$ cat src/ipr_pkg.sv
// package with constants and types for internal register access ordering
package ipr_pkg;
   localparam int          SB_BITS      = 8;
   localparam int          SB_ISSUE_LO  = 0;
   localparam int          SB_ISSUE_W   = 4;
   localparam int          FBLK_LSB     = 4;
   localparam int          VA_W         = 16;
   localparam int          FP_W         = 6;
   localparam int          EXC_W        = 8;
   localparam int          SHADOW_N     = 8;
   localparam int          SDE_BIT      = 1;
   localparam logic [3:0]  SB_ISSUE_MSK = 4'hF;
   localparam logic [7:0]  SB_RST       = 8'h00;
   localparam logic [5:0]  FP_RST       = 6'h00;
   localparam logic [VA_W-1:0] VA_RST   = 16'h0000;
   localparam logic [1:0]  ENT_NONE     = 2'h0;
   localparam logic [1:0]  ENT_TRAP_ENTRY_A    = 2'h1;
   localparam logic [1:0]  ENT_FPWR     = 2'h2;
   typedef enum logic [1:0] {
      IPR_RUN   = 2'b00,
      IPR_STALL = 2'b01
   } ipr_barrier_t;
endpackage : ipr_pkg

$ cat src/ipr_access_ordering.sv
// internal register access ordering: scoreboard, barrier, issue gates, shadow map
`timescale 1ns/1ps
// Overview of operation
// - later explicit writer of a busy group waits in map until earlier issues (low group) or retires (high group).
// - no scoreboard checks between instructions in the same fetch block.
// - translation entry/tag writes are ordered before later memory ops.
// - stalling return blocks fetch, issue, retire of newer until it retires.
// - privileged register reads and writes wait while store bubbles busy.
// - loads gated by load-bubble busy and by low scoreboard bits in loadSbDep; no order against reads.
// - shadow registers replace R4-R7, R20-R23 in firmware mode with shadow bit.
// - firmware call writes return address into a shadow register.
// - fp status bits set on every exceptional condition.
// - clear status or enabled trap raises arithmetic firmware trap.
// - exception summary carries what the trap handler needs.
// - fp control read runs in the fp unit without firmware.
// - fp control write fills first latch on execute, second on retire.
// - fp queue has no scoreboard for fp control readers.
// - fp control write traps to its own entry after first latch.
// - all reads of written registers use the second copy.
// - a writer entering the queue sets its unmasked scoreboard bits.
module ipr_access_ordering
   import ipr_pkg::*;
(
   // clock and reset
   input  wire logic               clock,
   input  wire logic               rst_b,
   // map stage: instruction about to enter the issue queue
   input  wire logic               mapValid,
   input  wire logic [VA_W-1:0]    mapAddr,
   input  wire logic               mapIsWrite,
   input  wire logic               mapIsRead,
   input  wire logic               mapIsMem,
   input  wire logic               mapIsStallRet,
   input  wire logic [SB_BITS-1:0] mapSbMask,
   // scoreboard clearing events
   input  wire logic [SB_BITS-1:0] wrIssueBits,
   input  wire logic [SB_BITS-1:0] wrRetireBits,
   input  wire logic [SB_BITS-1:0] wrAbortBits,
   // barrier release
   input  wire logic               stallRetRetire,
   input  wire logic               stallRetAbort,
   // issue candidates and memory unit busy
   input  wire logic               privRdy,
   input  wire logic               loadRdy,
   input  wire logic [SB_ISSUE_W-1:0] loadSbDep,
   input  wire logic               storeBubbleBusy,
   input  wire logic               loadBubbleBusy,
   // shadow register mapping
   input  wire logic               fwMode,
   input  wire logic [1:0]         shadowEnable,
   input  wire logic [4:0]         srcReg,
   input  wire logic               fwCall,
   // fp control register
   input  wire logic               fpWrExec,
   input  wire logic [FP_W-1:0]    fpWrData,
   input  wire logic               fpWrRetire,
   input  wire logic               fpWrAbort,
   input  wire logic               fpExcValid,
   input  wire logic [FP_W-1:0]    fpExcCond,
   input  wire logic [FP_W-1:0]    fpTrapEn,
   // outputs
   output logic                    mapStall_r,
   output logic                    mapEnter_r,
   output logic                    fetchHold_r,
   output logic                    privIssue_r,
   output logic                    loadIssue_r,
   output logic [SB_BITS-1:0]      sbBits_r,
   output logic                    useShadow_r,
   output logic [2:0]              shadowIdx_r,
   output logic                    linkWrite_r,
   output logic [FP_W-1:0]         fpCtlRd_r,
   output logic [1:0]              trapEntry_r,
   output logic [EXC_W-1:0]        excSummary_r
);
   typedef struct packed {
      logic [SB_BITS-1:0]   sb;
      logic [VA_W-FBLK_LSB-1:0] lastBlk;
      logic                 blkValid;
      ipr_barrier_t         bar;
      logic                 stall;
      logic                 enter;
      logic                 privIss;
      logic                 loadIss;
      logic                 shadow;
      logic [2:0]           shIdx;
      logic                 link;
   } ipr_state_t;
   ipr_state_t st_r, st_nxt;

   function automatic logic [VA_W-FBLK_LSB-1:0] fetchBlk(input logic [VA_W-1:0] a);
      fetchBlk = a[VA_W-1:FBLK_LSB];
   endfunction : fetchBlk

   function automatic logic isShadowReg(input logic [4:0] r);
      isShadowReg = (r >= 5'h04 && r <= 5'h07) || (r >= 5'h14 && r <= 5'h17);
   endfunction : isShadowReg

   logic sameBlk;
   logic sbHit;
   logic shadowOn;
   logic [SB_BITS-1:0] sbCleared;

   always_comb begin
      sameBlk   = st_r.blkValid && (fetchBlk(mapAddr) == st_r.lastBlk);
      // low group frees at writer issue, high group at retire
      sbCleared = wrAbortBits | wrRetireBits
                | {{(SB_BITS-SB_ISSUE_W){1'b0}}, wrIssueBits[SB_ISSUE_W-1:0]};
      // same-block instructions skip the check; firmware keeps that safe
      sbHit     = |(st_r.sb & mapSbMask) && !sameBlk;
      shadowOn  = fwMode && shadowEnable[SDE_BIT];
   end

   always_comb begin
      st_nxt         = st_r;
      st_nxt.sb      = st_r.sb & ~sbCleared;
      st_nxt.stall   = 1'b0;
      st_nxt.enter   = 1'b0;
      if (mapValid && (mapIsWrite || mapIsRead || mapIsMem)) begin
         if (st_r.bar == IPR_STALL) begin
            st_nxt.stall = 1'b1;
         end else if (sbHit) begin
            st_nxt.stall = 1'b1;
         end else begin
            st_nxt.enter    = 1'b1;
            st_nxt.lastBlk  = fetchBlk(mapAddr);
            st_nxt.blkValid = 1'b1;
            if (mapIsWrite) begin
               st_nxt.sb = st_nxt.sb | mapSbMask;
            end
            if (mapIsStallRet) begin
               st_nxt.bar = IPR_STALL;
            end
         end
      end
      if (stallRetRetire || stallRetAbort) begin
         st_nxt.bar = IPR_RUN;
      end
      st_nxt.privIss = privRdy && !storeBubbleBusy;
      // loads ignore store bubbles and may pass a held read
      st_nxt.loadIss = loadRdy && !loadBubbleBusy
                     && !(|(st_r.sb[SB_ISSUE_W-1:0] & loadSbDep));
      st_nxt.shadow  = shadowOn && isShadowReg(srcReg);
      st_nxt.shIdx   = {srcReg[4], srcReg[1:0]};
      st_nxt.link    = fwCall && shadowOn;
   end

   always_ff @(posedge clock or negedge rst_b) begin
      if (!rst_b) begin
         st_r <= '{sb: SB_RST, lastBlk: 12'h000, blkValid: 1'b0, bar: IPR_RUN,
                   stall: 1'b0, enter: 1'b0, privIss: 1'b0, loadIss: 1'b0,
                   shadow: 1'b0, shIdx: 3'h0, link: 1'b0};
      end else begin
         st_r <= st_nxt;
      end
   end

   assign mapStall_r  = st_r.stall;
   assign mapEnter_r  = st_r.enter;
   assign fetchHold_r = (st_r.bar == IPR_STALL);
   assign privIssue_r = st_r.privIss;
   assign loadIssue_r = st_r.loadIss;
   assign sbBits_r    = st_r.sb;
   assign useShadow_r = st_r.shadow;
   assign shadowIdx_r = st_r.shIdx;
   assign linkWrite_r = st_r.link;

   ipr_fp_ctl uFpCtl (
      .clock        (clock),
      .rst_b        (rst_b),
      .fpWrExec     (fpWrExec),
      .fpWrData     (fpWrData),
      .fpWrRetire   (fpWrRetire),
      .fpWrAbort    (fpWrAbort),
      .fpExcValid   (fpExcValid),
      .fpExcCond    (fpExcCond),
      .fpTrapEn     (fpTrapEn),
      .fpCtlRd_r    (fpCtlRd_r),
      .trapEntry_r  (trapEntry_r),
      .excSummary_r (excSummary_r)
   );

   AST_SB_STALL: assert property (@(posedge clock) disable iff (!rst_b)
      mapValid && mapIsWrite && |(sbBits_r & mapSbMask) && !sameBlk
      |=> mapStall_r && !mapEnter_r)
      else $error("busy scoreboard writer not held");
   AST_SAME_BLK: assert property (@(posedge clock) disable iff (!rst_b)
      mapValid && mapIsRead && sameBlk && !fetchHold_r |=> mapEnter_r)
      else $error("same fetch block instruction held");
   AST_SB_SET: assert property (@(posedge clock) disable iff (!rst_b)
      mapValid && mapIsWrite && !fetchHold_r && !sbHit
      |=> (sbBits_r & $past(mapSbMask)) == $past(mapSbMask))
      else $error("scoreboard bits not set on entry");
   AST_BARRIER: assert property (@(posedge clock) disable iff (!rst_b)
      fetchHold_r && !stallRetRetire && !stallRetAbort |=> fetchHold_r)
      else $error("barrier released early");
   AST_BAR_ENTER: assert property (@(posedge clock) disable iff (!rst_b)
      fetchHold_r && mapValid && mapIsMem |=> !mapEnter_r)
      else $error("entry under barrier");
   AST_PRIV_GATE: assert property (@(posedge clock) disable iff (!rst_b)
      storeBubbleBusy |=> !privIssue_r)
      else $error("privileged access issued while store bubbles busy");
   AST_LOAD_GATE: assert property (@(posedge clock) disable iff (!rst_b)
      loadRdy && !loadBubbleBusy && loadSbDep == 4'h0 |=> loadIssue_r)
      else $error("load held by wrong busy");
   AST_SHADOW: assert property (@(posedge clock) disable iff (!rst_b)
      useShadow_r |-> $past(fwMode) && $past(shadowEnable[SDE_BIT]))
      else $error("shadow used outside firmware mode");
   AST_LINK: assert property (@(posedge clock) disable iff (!rst_b)
      fwCall && fwMode && shadowEnable[SDE_BIT] |=> linkWrite_r)
      else $error("call link write missing");
endmodule : ipr_access_ordering

$ cat src/ipr_fp_ctl.sv
// floating-point control register: two latches, status and trap decision
`timescale 1ns/1ps
module ipr_fp_ctl
   import ipr_pkg::*;
(
   // clock and reset
   input  wire logic             clock,
   input  wire logic             rst_b,
   // write instruction execute and retire
   input  wire logic             fpWrExec,
   input  wire logic [FP_W-1:0]  fpWrData,
   input  wire logic             fpWrRetire,
   input  wire logic             fpWrAbort,
   // exceptional conditions from the fp unit
   input  wire logic             fpExcValid,
   input  wire logic [FP_W-1:0]  fpExcCond,
   input  wire logic [FP_W-1:0]  fpTrapEn,
   // read path and trap outputs
   output logic      [FP_W-1:0]  fpCtlRd_r,
   output logic      [1:0]       trapEntry_r,
   output logic      [EXC_W-1:0] excSummary_r
);
   typedef struct packed {
      logic [FP_W-1:0]  first;
      logic [FP_W-1:0]  second;
      logic [1:0]       entry;
      logic [EXC_W-1:0] exc;
   } ipr_fp_t;
   ipr_fp_t st_r, st_nxt;

   always_comb begin
      st_nxt       = st_r;
      st_nxt.entry = ENT_NONE;
      if (fpWrExec) begin
         st_nxt.first = fpWrData;
         st_nxt.entry = ENT_FPWR;
      end
      if (fpWrRetire) begin
         st_nxt.second = st_r.first;
      end else if (fpWrAbort) begin
         st_nxt.first = st_r.second;
      end
      if (fpExcValid) begin
         // status set regardless of trap enable; set wins over a retiring write
         st_nxt.second = st_nxt.second | fpExcCond;
         st_nxt.first  = st_nxt.first | fpExcCond;
         if (|(fpExcCond & (~st_r.second | fpTrapEn))) begin
            st_nxt.entry = ENT_TRAP_ENTRY_A;
            // low bits: all reported conditions, bit 6: enabled-trap flag, bit 7: always zero
            st_nxt.exc = {1'b0, |(fpExcCond & fpTrapEn), fpExcCond};
         end
      end
   end

   always_ff @(posedge clock or negedge rst_b) begin
      if (!rst_b) begin
         st_r <= '{first: FP_RST, second: FP_RST, entry: ENT_NONE, exc: 8'h00};
      end else begin
         st_r <= st_nxt;
      end
   end

   // readers see only the retired copy; no fp-queue scoreboard orders them
   assign fpCtlRd_r    = st_r.second;
   assign trapEntry_r  = st_r.entry;
   assign excSummary_r = st_r.exc;

   AST_FP_RETIRE: assert property (@(posedge clock) disable iff (!rst_b)
      fpWrRetire && !fpExcValid |=> fpCtlRd_r == $past(st_r.first))
      else $error("fp second latch not copied on retire");
   AST_FP_WRTRAP: assert property (@(posedge clock) disable iff (!rst_b)
      fpWrExec && !fpExcValid |=> trapEntry_r == ENT_FPWR)
      else $error("fp write trap missing");
   AST_FP_STATUS: assert property (@(posedge clock) disable iff (!rst_b)
      fpExcValid |=> (fpCtlRd_r & $past(fpExcCond)) == $past(fpExcCond))
      else $error("fp status bit not set");
   AST_FP_TRAP_ENTRY_A: assert property (@(posedge clock) disable iff (!rst_b)
      fpExcValid && |(fpExcCond & ~fpCtlRd_r) |=> trapEntry_r == ENT_TRAP_ENTRY_A)
      else $error("trap_entry_a trap missing");
endmodule : ipr_fp_ctl

$ cat config.mk
export PLATFORM = sky130hd
export DESIGN_NAME = ipr_access_ordering
export DESIGN_NICKNAME = d
export VERILOG_FILES = /design/src/ipr_pkg.sv /design/src/ipr_access_ordering.sv /design/src/ipr_fp_ctl.sv
export SDC_FILE = /design/constraint.sdc
export NUM_CORES = 1
export LEC_CHECK = 0
export ABC_AREA = 1
export BUFFER_PORTS_ARGS = -buffer_cell sky130_fd_sc_hd__buf_4
export CAP_MARGIN = 15
export CORE_ASPECT_RATIO = 1.4
export CORE_UTILIZATION = 42
export DETAILED_ROUTE_END_ITERATION = 10
export PLACE_DENSITY = 0.85
export SLEW_MARGIN = 20
export SYNTH_ARGS = -nofsm -noshare
export SYNTH_HDL_FRONTEND = slang
export SYNTH_SLANG_ARGS = --single-unit
$ cat constraint.sdc
create_clock -name clock -period 2 [get_ports clock]
set_input_delay 0.2 -clock clock [delete_from_list [all_inputs] [get_ports clock]]
set_output_delay 0.2 -clock clock [all_outputs]
set_load 0.02 [all_outputs]
==> reports/metrics.cfg, run 1 <==
[status]
status=finished with violations
violations=DRC

[routing]
vias=2588
first_pass_iters=7
drtIter0Drc=126
drc=8
avgViaCountPerCell=4.92
ant_nets=0
totalWireLength_mm=6.62
post_drt_wl_per_cell_um=12.6

[place]
io_buffers=119
post-dp-hpwl_mm=5.01
preCtsSetupSlack_ps=491
dpl_cell_area_um2=3510
gp_congestion=0.801

[pwr]
p_comb_frac=0.271
switchingPower_mw=0.821
power_density_nw_per_um2=744
clock_power_share=0.259
peakVddDrop_mv=0.308
switching_share=0.302
p_leak_nw=2.05
p_seq_frac=0.470
p_int_mw=1.90

[grt]
antenna_found_initial=0
grt_util_all_layers=0.193
overflow=0
grt_pass1_wl_mm=10.9
grt_max_degree=53
first_global_vias=2534

[timing]
finalSetupViolCount=0
relSlewSlack=0.556
hold_viol=0
whs_ps=43.0
fin_ws_ps=488
fin_crit_sh=0.756
max_clock_freq_mhz=661
fin_skew_ps=4.51
drv_slew=0
min_period_ps=1510
rsz0062_at_grt=false
tightest_slew_ps=667
tns_ps=0

[flow_run]
cap_violations=0

[clock_network]
numCtsBuffers=5
cts.clk_slew.worst_paths_ps=90
cts_max_level=2
cts_tree=built
cts_root_buf=clkbuf_8
clock_latency_ps=290
clockBufferDepth=2
post_cts_buffers=0
clkSinkCount=52

[cells_and_area]
drive_gt1_frac=0.319
area_growth_pct=32.2
final_area_um2=3660
nNetsFinal=549
fillers=579
n_antenna_cell=0

[worst_hold_path]
min_to=privIssue_r$_DFF_PN0_
worstHoldStart=storeBubbleBusy
hold-path-cell-count=2
hp-class=input port to flop

[critical_path]
startpoint_type=flop
worstPathArrival_ps=1700
critPathKind=flop to flop
timing.rr.start=st_r[18]$_DFFE_PN0P_
cp_slowest_cell=dfrtp_1
rrSetupSlack_ps=490
cp_max_fo=14
r2r_end=st_r[21]$_DFFE_PN0P_
worst_ep_required_time_ps=2190
path_delay_family=simple AND/OR/NAND/NOR gates
worstSetupEndpointType=flop
cpPeakStageDelay_ps=400
r2r_cells=10
crit_chain=nor2_1, nor2_1, nor2_1, nand2_1, nor2_1, nand2_1, nand2_2, nand3_4, nand2_1, nand2_1
path_buf_inv=0

[floorplan]
die_area_um2=6920
fp-row-count=34
die_w_um=70.6
io_pins=130
die_y_um=98.0
core_um2=6300
start_util=0.439

[logic_synthesis]
seq_area_frac_synth=0.470
synth_cell_types=28
synth_seq_cells=52
ys_warn_count=0
syn-cell-area_um2=2770
synth_nets=454
syn_inst=358
synth.avg_cell_area_um2=7.73

==> power by group through the flow <==
stage / combinational, mW / clock (mW) / sequential, mW
final: 0.737 / 0.704 / 1.28
after global routing: 0.821 / 0.766 / 1.30
after CTS: 0.740 / 0.728 / 1.28
after detailed placement: 0.736 / 0 / 1.30
after global placement: 0.716 / 0 / 1.29
after floorplan: 0.479 / 0 / 1.29
==> sequential cells by signal (all words and copies together), names as in the netlist <==
signal and flops:
loadIssue_r 1, uFpCtl.fpCtlRd_r 6, privIssue_r 1, uFpCtl.st_r 6
st_r 14, uFpCtl.trapEntry_r 2, sbBits_r 8, uFpCtl.excSummary_r 7
mapEnter_r 1, shadowIdx_r 3, mapStall_r 1, linkWrite_r 1
useShadow_r 1
==> worst max-delay path by stage <==
stage,startpoint,endpoint,slack [ps],cells past startpoint
final,st_r[18]$_DFFE_PN0P_,st_r[21]$_DFFE_PN0P_,490,10
after global routing,st_r[18]$_DFFE_PN0P_,st_r[22]$_DFFE_PN0P_,320,10
after CTS,sbBits_r[1]$_DFF_PN0_,st_r[12]$_DFFE_PN0P_,470,7
after detailed placement,st_r[18]$_DFFE_PN0P_,st_r[12]$_DFFE_PN0P_,490,10
after global placement,st_r[18]$_DFFE_PN0P_,st_r[18]$_DFFE_PN0P_,520,10
after floorplan,sbBits_r[0]$_DFF_PN0_,st_r[18]$_DFFE_PN0P_,640,8
==> kinds of logic after synthesis <==
kind of cell | after synthesis | synth area share
flip-flops | 52 | 0.470
multiplexers | 1 | 0.00362
buffers and inverters | 86 | 0.161
AO/OA/AOI/OAI | 31 | 0.0719
other | 1 | 0.00136
XOR/XNOR | 2 | 0.00633
AND/OR/NAND/NOR | 185 | 0.286
==> through the flow <==
| stage | util | cells | total power, mW |
|---|---|---|---|
| after global routing | 0.581 | 526 | 2.88 |
| after detailed placement | 0.557 | 514 | 2.04 |
| after CTS | 0.576 | 523 | 2.75 |
| final | 0.581 | 526 | 2.72 |
| after floorplan | - | 358 | 1.77 |
| after global placement | 0.557 | 514 | 2.01 |
==> what timing repair did <==
item,in CTS,in global routing
setup endpoints to repair,0,0
resized for setup,0,0
hold buffers,1,3
endpoints found under the hold margin,52,3
==> worst reg2reg max path: stages (launching register included) <==
cell and delay, ps:
dfrtp_1 400, nor2_1 110, nor2_1 50, nor2_1 100
nand2_1 70, nor2_1 90, nand2_1 80, nand2_2 150
nand3_4 190, nand2_1 110, nand2_1 60
==> per-layer routing <==
| layer | vias to the layer above | track usage | part of all wire |
|---|---|---|---|
| met5 | - | 0 | 0 |
| met4 | 0 | 0.0585 | 0.013 |
| met3 | 6 | 0.0361 | 0.041 |
| met2 | 77 | 0.352 | 0.53 |
| met1 | 1209 | 0.227 | 0.42 |
| li1 | 1296 | - | - |
==> layout by cell type (no fill, tap or decap), types with 3 or more instances in the layout <==
cell type and instances:
buf_4 122, inv_2 11, clkbuf_8 5, o21ai_1 14, dfrtp_1 52, nand4_1 24
nor3_1 4, o221ai_1 7, nor2_1 29, nand3_1 5, dlygate4sd3_1 4, inv_1 36
nand2_1 118, o21ai_0 3
==> layout make-up <==
type                       instances  area [um2]  area share
tap                               72        90.1      0.0246
timing repair buffer             126         956       0.261
inverter                          48         180      0.0493
sequential                        52        1300       0.356
clock buffer                       6        72.6      0.0198
clock inverter                     2        35.0     0.00958
multi-input combinational        220        1020       0.279
==> cell usage after synthesis <==
cell | instances | area, um2
o22ai_1 | 2 | 12.5
nand3_4 | 1 | 17.5
nand4_1 | 24 | 150
o21ai_0 | 3 | 15.0
buf_6 | 1 | 11.3
dfrtp_1 | 52 | 1300
clkbuf_1 | 4 | 15.0
nor2_1 | 29 | 109
o31ai_2 | 1 | 12.5
clkinv_1 | 1 | 3.75
xnor2_1 | 2 | 17.5
a2111oi_0 | 1 | 8.76
nor3b_1 | 1 | 7.51
mux2i_1 | 1 | 10.0
conb_1 | 1 | 3.75
or2_2 | 2 | 12.5
nor3_1 | 4 | 20.0
buf_2 | 4 | 20.0
a21oi_1 | 2 | 10.0
nand2_2 | 1 | 6.26
o21ai_1 | 14 | 70.1
nand2_1 | 118 | 443
a22o_1 | 1 | 8.76
o221ai_1 | 7 | 61.3
inv_2 | 11 | 41.3
nand3_1 | 5 | 25.0
inv_1 | 36 | 135
buf_4 | 29 | 218
(Power assumes the default switching activity.)
==> inputs of run 2 (changes only) <==
--- a/config.mk
+++ b/config.mk
@@ -11,7 +11,7 @@
 export CORE_ASPECT_RATIO = 1.4
 export CORE_UTILIZATION = 42
 export DETAILED_ROUTE_END_ITERATION = 10
-export PLACE_DENSITY = 0.85
+export PLACE_DENSITY = 0.88
 export SLEW_MARGIN = 20
 export SYNTH_ARGS = -nofsm -noshare
 export SYNTH_HDL_FRONTEND = slang
==> constraint.sdc (replaced) <==
create_clock -name clock -period 1.3 [get_ports clock]
set_input_delay 0.13 -clock clock [delete_from_list [all_inputs] [get_ports clock]]
set_output_delay 0.13 -clock clock [all_outputs]
set_load 0.02 [all_outputs]
==> run 2 against run 1 <==
  * The run ends with DRC, setup timing left
  * Register-to-register slack got worse by 610 ps
  * Clock skew hardly changed
  * Via count rose by 5.5%
  * Worst hold slack worse by 9.4 ps
  * Core utilization grew 3.9 points
  * Sequential share of layout area shrank 2.2 points
  * Highest routed layer unchanged
  * Global-route usage increased by 1.9 points
  * Cell count increased by 4.8%
  * Combinational power is 79% higher
  * Sequential cell count unchanged
==> reports/metrics.cfg, run 2 (synthesized netlist as in run 1, its figures left out) <==
[timing]
min_period_ps=1420
drv_slew=0
rsz0062_at_grt=true
fin_skew_ps=4.17
fin_crit_sh=1.09
fin_ws_ps=-118
finalSetupViolCount=24
max_clock_freq_mhz=705
hold_viol=0

[worst_hold_path]
hold-path-cell-count=3
min_to=privIssue_r$_DFF_PN0_
worstHoldStart=privRdy
hp-class=input port to flop

[cells_and_area]
drive_gt1_frac=0.363
n_antenna_cell=0
largest-register=st_r
stdcell_count=551
area_growth_pct=41.0
fillers=539
final_cell_mix=138 x buf_4, 112 x nand2_1, 52 x dfrtp_1, 36 x inv_1, 29 x nor2_1
nNetsFinal=574
final_area_um2=3900
mostFrequentLayoutCell=buf_4
largest_reg_flops=14

[critical_path]
timing.rr.start=st_r[17]$_DFFE_PN0P_
startpoint=st_r[17]$_DFFE_PN0P_
cp_max_fo=7
r2r_end=st_r[15]$_DFFE_PN0P_
startpoint_type=flop
rrSetupSlack_ps=-120
worstPathArrival_ps=1620
worst_ep_required_time_ps=1500
r2r_cells=11
worstSetupEndpointType=flop
critPathKind=flop to flop

[place]
gp_congestion=0.856
placedCellCount=532
io_buffers=119
post-dp-hpwl_mm=5.45
dpl_cell_area_um2=3660

[grt]
grt_max_degree=37
antenna_found_initial=0
overflow=0
grt_pass1_wl_mm=11.8
first_global_vias=2835
grt_util_all_layers=0.212

[clock_network]
clockBufferDepth=2
cts_root_buf=clkbuf_8
cts_max_level=2
numCtsBuffers=5
clkSinkCount=52
clock_latency_ps=300
cts.clk_slew.worst_paths_ps=90
cts_tree=built

[routing]
avgViaCountPerCell=4.95
ant_nets=0
first_pass_iters=7
post_drt_wl_per_cell_um=12.9
drc=8
totalWireLength_mm=7.10
vias=2730
drtIter0Drc=128

[status]
status=finished with violations
violations=DRC, setup timing

[floorplan]
die_w_um=70.6
fp-row-count=34
start_util=0.439
die_area_um2=6920
die_y_um=98.0
io_pins=130
core_um2=6300

[pwr]
power_density_nw_per_um2=1080
peakVddDrop_mv=0.564
p_leak_nw=2.17

[flow_run]
cap_violations=0

==> run 2: changes by cell type in the layout (fill, tap and decap cells not counted), moves of 2 or more <==
cell           delta
nand2_1           -6
buf_4            +16
o21ai_0           -2
o21ai_1           +2
buf_6             +3
nand2_2           +5
dlygate4sd3_1     +4
==> run 2: layer usage <==
metal	GRT usage	part of all wire
met1	0.228	0.37
met2	0.397	0.55
met3	0.0382	0.048
met4	0.0954	0.031
met5	0	0
==> run 2: layout make-up <==
type,count,area (um2),share of cell area
repair buffers,150,1170,0.300
clock inverters,2,16.3,0.00417
clock buffers,6,72.6,0.0186
well taps,72,90.1,0.0231
multi-input cells,221,1070,0.275
flip-flops and latches,52,1300,0.334
inverters,48,180,0.0462
==> run 2: worst max-delay path by stage <==
| stage | end | slack (ps) |
|---|---|---|
| finish | st_r[15]$_DFFE_PN0P_ | -120 |
| global route | st_r[14]$_DFFE_PN0P_ | -300 |
| CTS | st_r[13]$_DFFE_PN0P_ | -110 |
| detailed placement | st_r[14]$_DFFE_PN0P_ | -140 |
| global placement | st_r[16]$_DFFE_PN0P_ | -70 |
| floorplan | st_r[18]$_DFFE_PN0P_ | 4 |
==> run 2: power by group <==
part | switching [mW] | total (mW) | internal [mW]
combinational | 0.681 | 1.32 | 0.638
clock | 0.533 | 0.917 | 0.384
sequential | 0.145 | 1.97 | 1.83
==> run 2: worst max-delay path, stage by stage, from the launching register on <==
cell	delay [ps]
dfrtp_1	400
inv_1	50
nand2_1	50
nand2_1	50
nor2_1	100
nand2_1	60
nor2_1	80
nand2_1	100
nand2_4	140
nand3_4	150
nand2_1	100
nand2_1	40
==> run 2: through the flow <==
step	TNS (ps)	util	total power, mW	hold slack, ps	setup slack, ps
final	-2260	0.620	4.21	33.6	-118
after global routing	-6220	0.620	4.45	25.5	-298
after CTS	-2140	0.613	4.20	20.9	-113
after detailed placement	-2230	0.582	3.22	19.1	-140
after global placement	-885	0.582	3.17	17.1	-69.9
after floorplan	0	-	2.73	-166	3.98
==> run 2: what timing repair did <==
item | in CTS | in global routing
endpoints found under the setup margin | 24 | 30
endpoints found under the hold margin | 58 | 1
buffers inserted | 0 | 1
pin swaps | 2 | 0
gates cloned | 2 | 0
hold buffers | 7 | 1
resized for setup | 6 | 10
==> inputs of run 3 (changes only) <==
--- a/config.mk
+++ b/config.mk
@@ -11,7 +11,8 @@
 export CORE_ASPECT_RATIO = 1.4
 export CORE_UTILIZATION = 42
 export DETAILED_ROUTE_END_ITERATION = 10
-export PLACE_DENSITY = 0.88
+export PLACE_DENSITY = 0.85
+export REMOVE_ABC_BUFFERS = 1
 export SLEW_MARGIN = 20
 export SYNTH_ARGS = -nofsm -noshare
 export SYNTH_HDL_FRONTEND = slang
==> constraint.sdc (replaced) <==
create_clock -name clock -period 1.7 [get_ports clock]
set_input_delay 0.17 -clock clock [delete_from_list [all_inputs] [get_ports clock]]
set_output_delay 0.17 -clock clock [all_outputs]
set_load 0.02 [all_outputs]
==> run 3 against run 2 <==
  * The flow finishes with violations (DRC)
  * Register-to-register slack improved by 380 ps
  * Worst hold slack worse by 16 ps
  * Combinational power shrank 34%
  * Final area down 6.9%
  * Via count is 5.3% lower
  * Setup slack improved by 380 ps
  * Clock power is 29% lower
  * Largest power group unchanged
  * Global-route usage fell by 1.7 points
==> reports/metrics.cfg, run 3 (synthesized netlist as in run 1, its figures left out) <==
[critical_path]
crit_top_cell=nand2_1
worstPathArrival_ps=1620
path_delay_family=simple AND/OR/NAND/NOR gates
r2r_end=st_r[12]$_DFFE_PN0P_
worst-path-stages=7
startpoint_type=flop
critPathKind=flop to flop
worstSetupEndpointType=flop
r2r_cells=7
cp_max_fo=14
startpoint=sbBits_r[3]$_DFF_PN0_
path_buf_inv=0
crit_chain=nand2_1, nand4_1, or2_2, nand2_2, nand3_4, nand2_1, nand2_1
crit_path_end=st_r[12]$_DFFE_PN0P_
worst_ep_required_time_ps=1880
cpPeakStageDelay_ps=420
timing.rr.start=sbBits_r[3]$_DFF_PN0_
rrSetupSlack_ps=260
cp_slowest_cell=dfrtp_1

[place]
io_buffers=119
post-dp-hpwl_mm=5.10
dpl_cell_area_um2=3520
gp_congestion=0.797
preCtsSetupSlack_ps=255
placedCellCount=515

[routing]
drc=16
first_pass_iters=8
avgViaCountPerCell=4.91
totalWireLength_mm=6.52
ant_nets=0
post_drt_wl_per_cell_um=12.4
vias=2585
drtIter0Drc=182

[floorplan]
fp-row-count=34
io_pins=130
die_area_um2=6920
start_util=0.439
core_um2=6300
die_w_um=70.6
die_y_um=98.0

[cells_and_area]
mostFrequentLayoutCell=buf_4
largest-register=st_r
largest_reg_flops=14
nNetsFinal=550
drive_gt1_frac=0.319
n_antenna_cell=0
fin_util=0.577
stdcell_count=526
final_area_um2=3630
area_growth_pct=31.3
final_cell_mix=123 x buf_4, 118 x nand2_1, 52 x dfrtp_1, 36 x inv_1, 29 x nor2_1

[clock_network]
cts_root_buf=clkbuf_8
ctsResizeCount=0
cts_max_level=2
clkSinkCount=52
clockBufferDepth=2
clock_latency_ps=290
numCtsBuffers=5
cts_tree=built
cts.clk_slew.worst_paths_ps=90

[timing]
tightest_slew_ps=646
fin_ws_ps=264
hold_viol=0
tns_ps=0
finalSetupViolCount=0
fin_crit_sh=0.845
fin_skew_ps=3.67
drv_slew=0
max_clock_freq_mhz=696
rsz0062_at_grt=false
relSlewSlack=0.569
whs_ps=17.2
min_period_ps=1440

[status]
violations=DRC
status=finished with violations

[pwr]
peakVddDrop_mv=0.535
power_density_nw_per_um2=832
power_mw=3.02
p_leak_nw=2.04

[grt]
first_global_vias=2574
grt_pass1_wl_mm=10.9
overflow=0
grt_util_all_layers=0.195
antenna_found_initial=0
grt_max_degree=53

[flow_run]
cap_violations=0

[worst_hold_path]
hp-class=input port to flop

-- run 3: layout make-up --
type / count / area [um2]
clock buffers: 6 / 72.6
multi-input cells: 220 / 1020
fillers: 593 / 2660
flip-flops and latches: 52 / 1300
clock inverters: 1 / 5.00
well taps: 72 / 90.1
repair buffers: 127 / 963
inverters: 48 / 180
-- run 3: repair_timing --
item	in CTS	in global routing
hold endpoints to repair	55	0
buffers inserted	0	0
hold buffers	4	0
endpoints found under the setup margin	0	0
-- run 3: worst min path at each step --
| stage | from | end | slack [ps] | cells past startpoint |
|---|---|---|---|---|
| finish | storeBubbleBusy | privIssue_r$_DFF_PN0_ | 20 | 2 |
| global route | srcReg[3] | useShadow_r$_DFF_PN0_ | 20 | 2 |
| floorplan | rst_b | linkWrite_r$_DFF_PN0_ | -130 | 0 |
| CTS | storeBubbleBusy | privIssue_r$_DFF_PN0_ | 3 | 2 |
| detailed placement | rst_b | st_r[18]$_DFFE_PN0P_ | 250 | 1 |
| global placement | rst_b | st_r[20]$_DFFE_PN0P_ | 240 | 1 |
-- run 3: power by group --
group          total (mW)  internal [mW]  switching [mW]
Sequential           1.51           1.40           0.109
Clock               0.651          0.281           0.370
Combinational       0.867          0.403           0.464
-- run 3: layer usage --
layer,vias up,wire length [um],track usage
met5,-,0,0
met1,1171,2320,0.208
met3,17,440,0.0310
li1,1293,-,-
met4,0,159,0.0769
met2,104,3590,0.375
-- run 3: worst register-to-register path, stage by stage (launching register included) --
cell     delay [ps]
dfrtp_1         420
nand2_1          70
nand4_1         100
or2_2           290
nand2_2         110
nand3_4         170
nand2_1         120
nand2_1          50
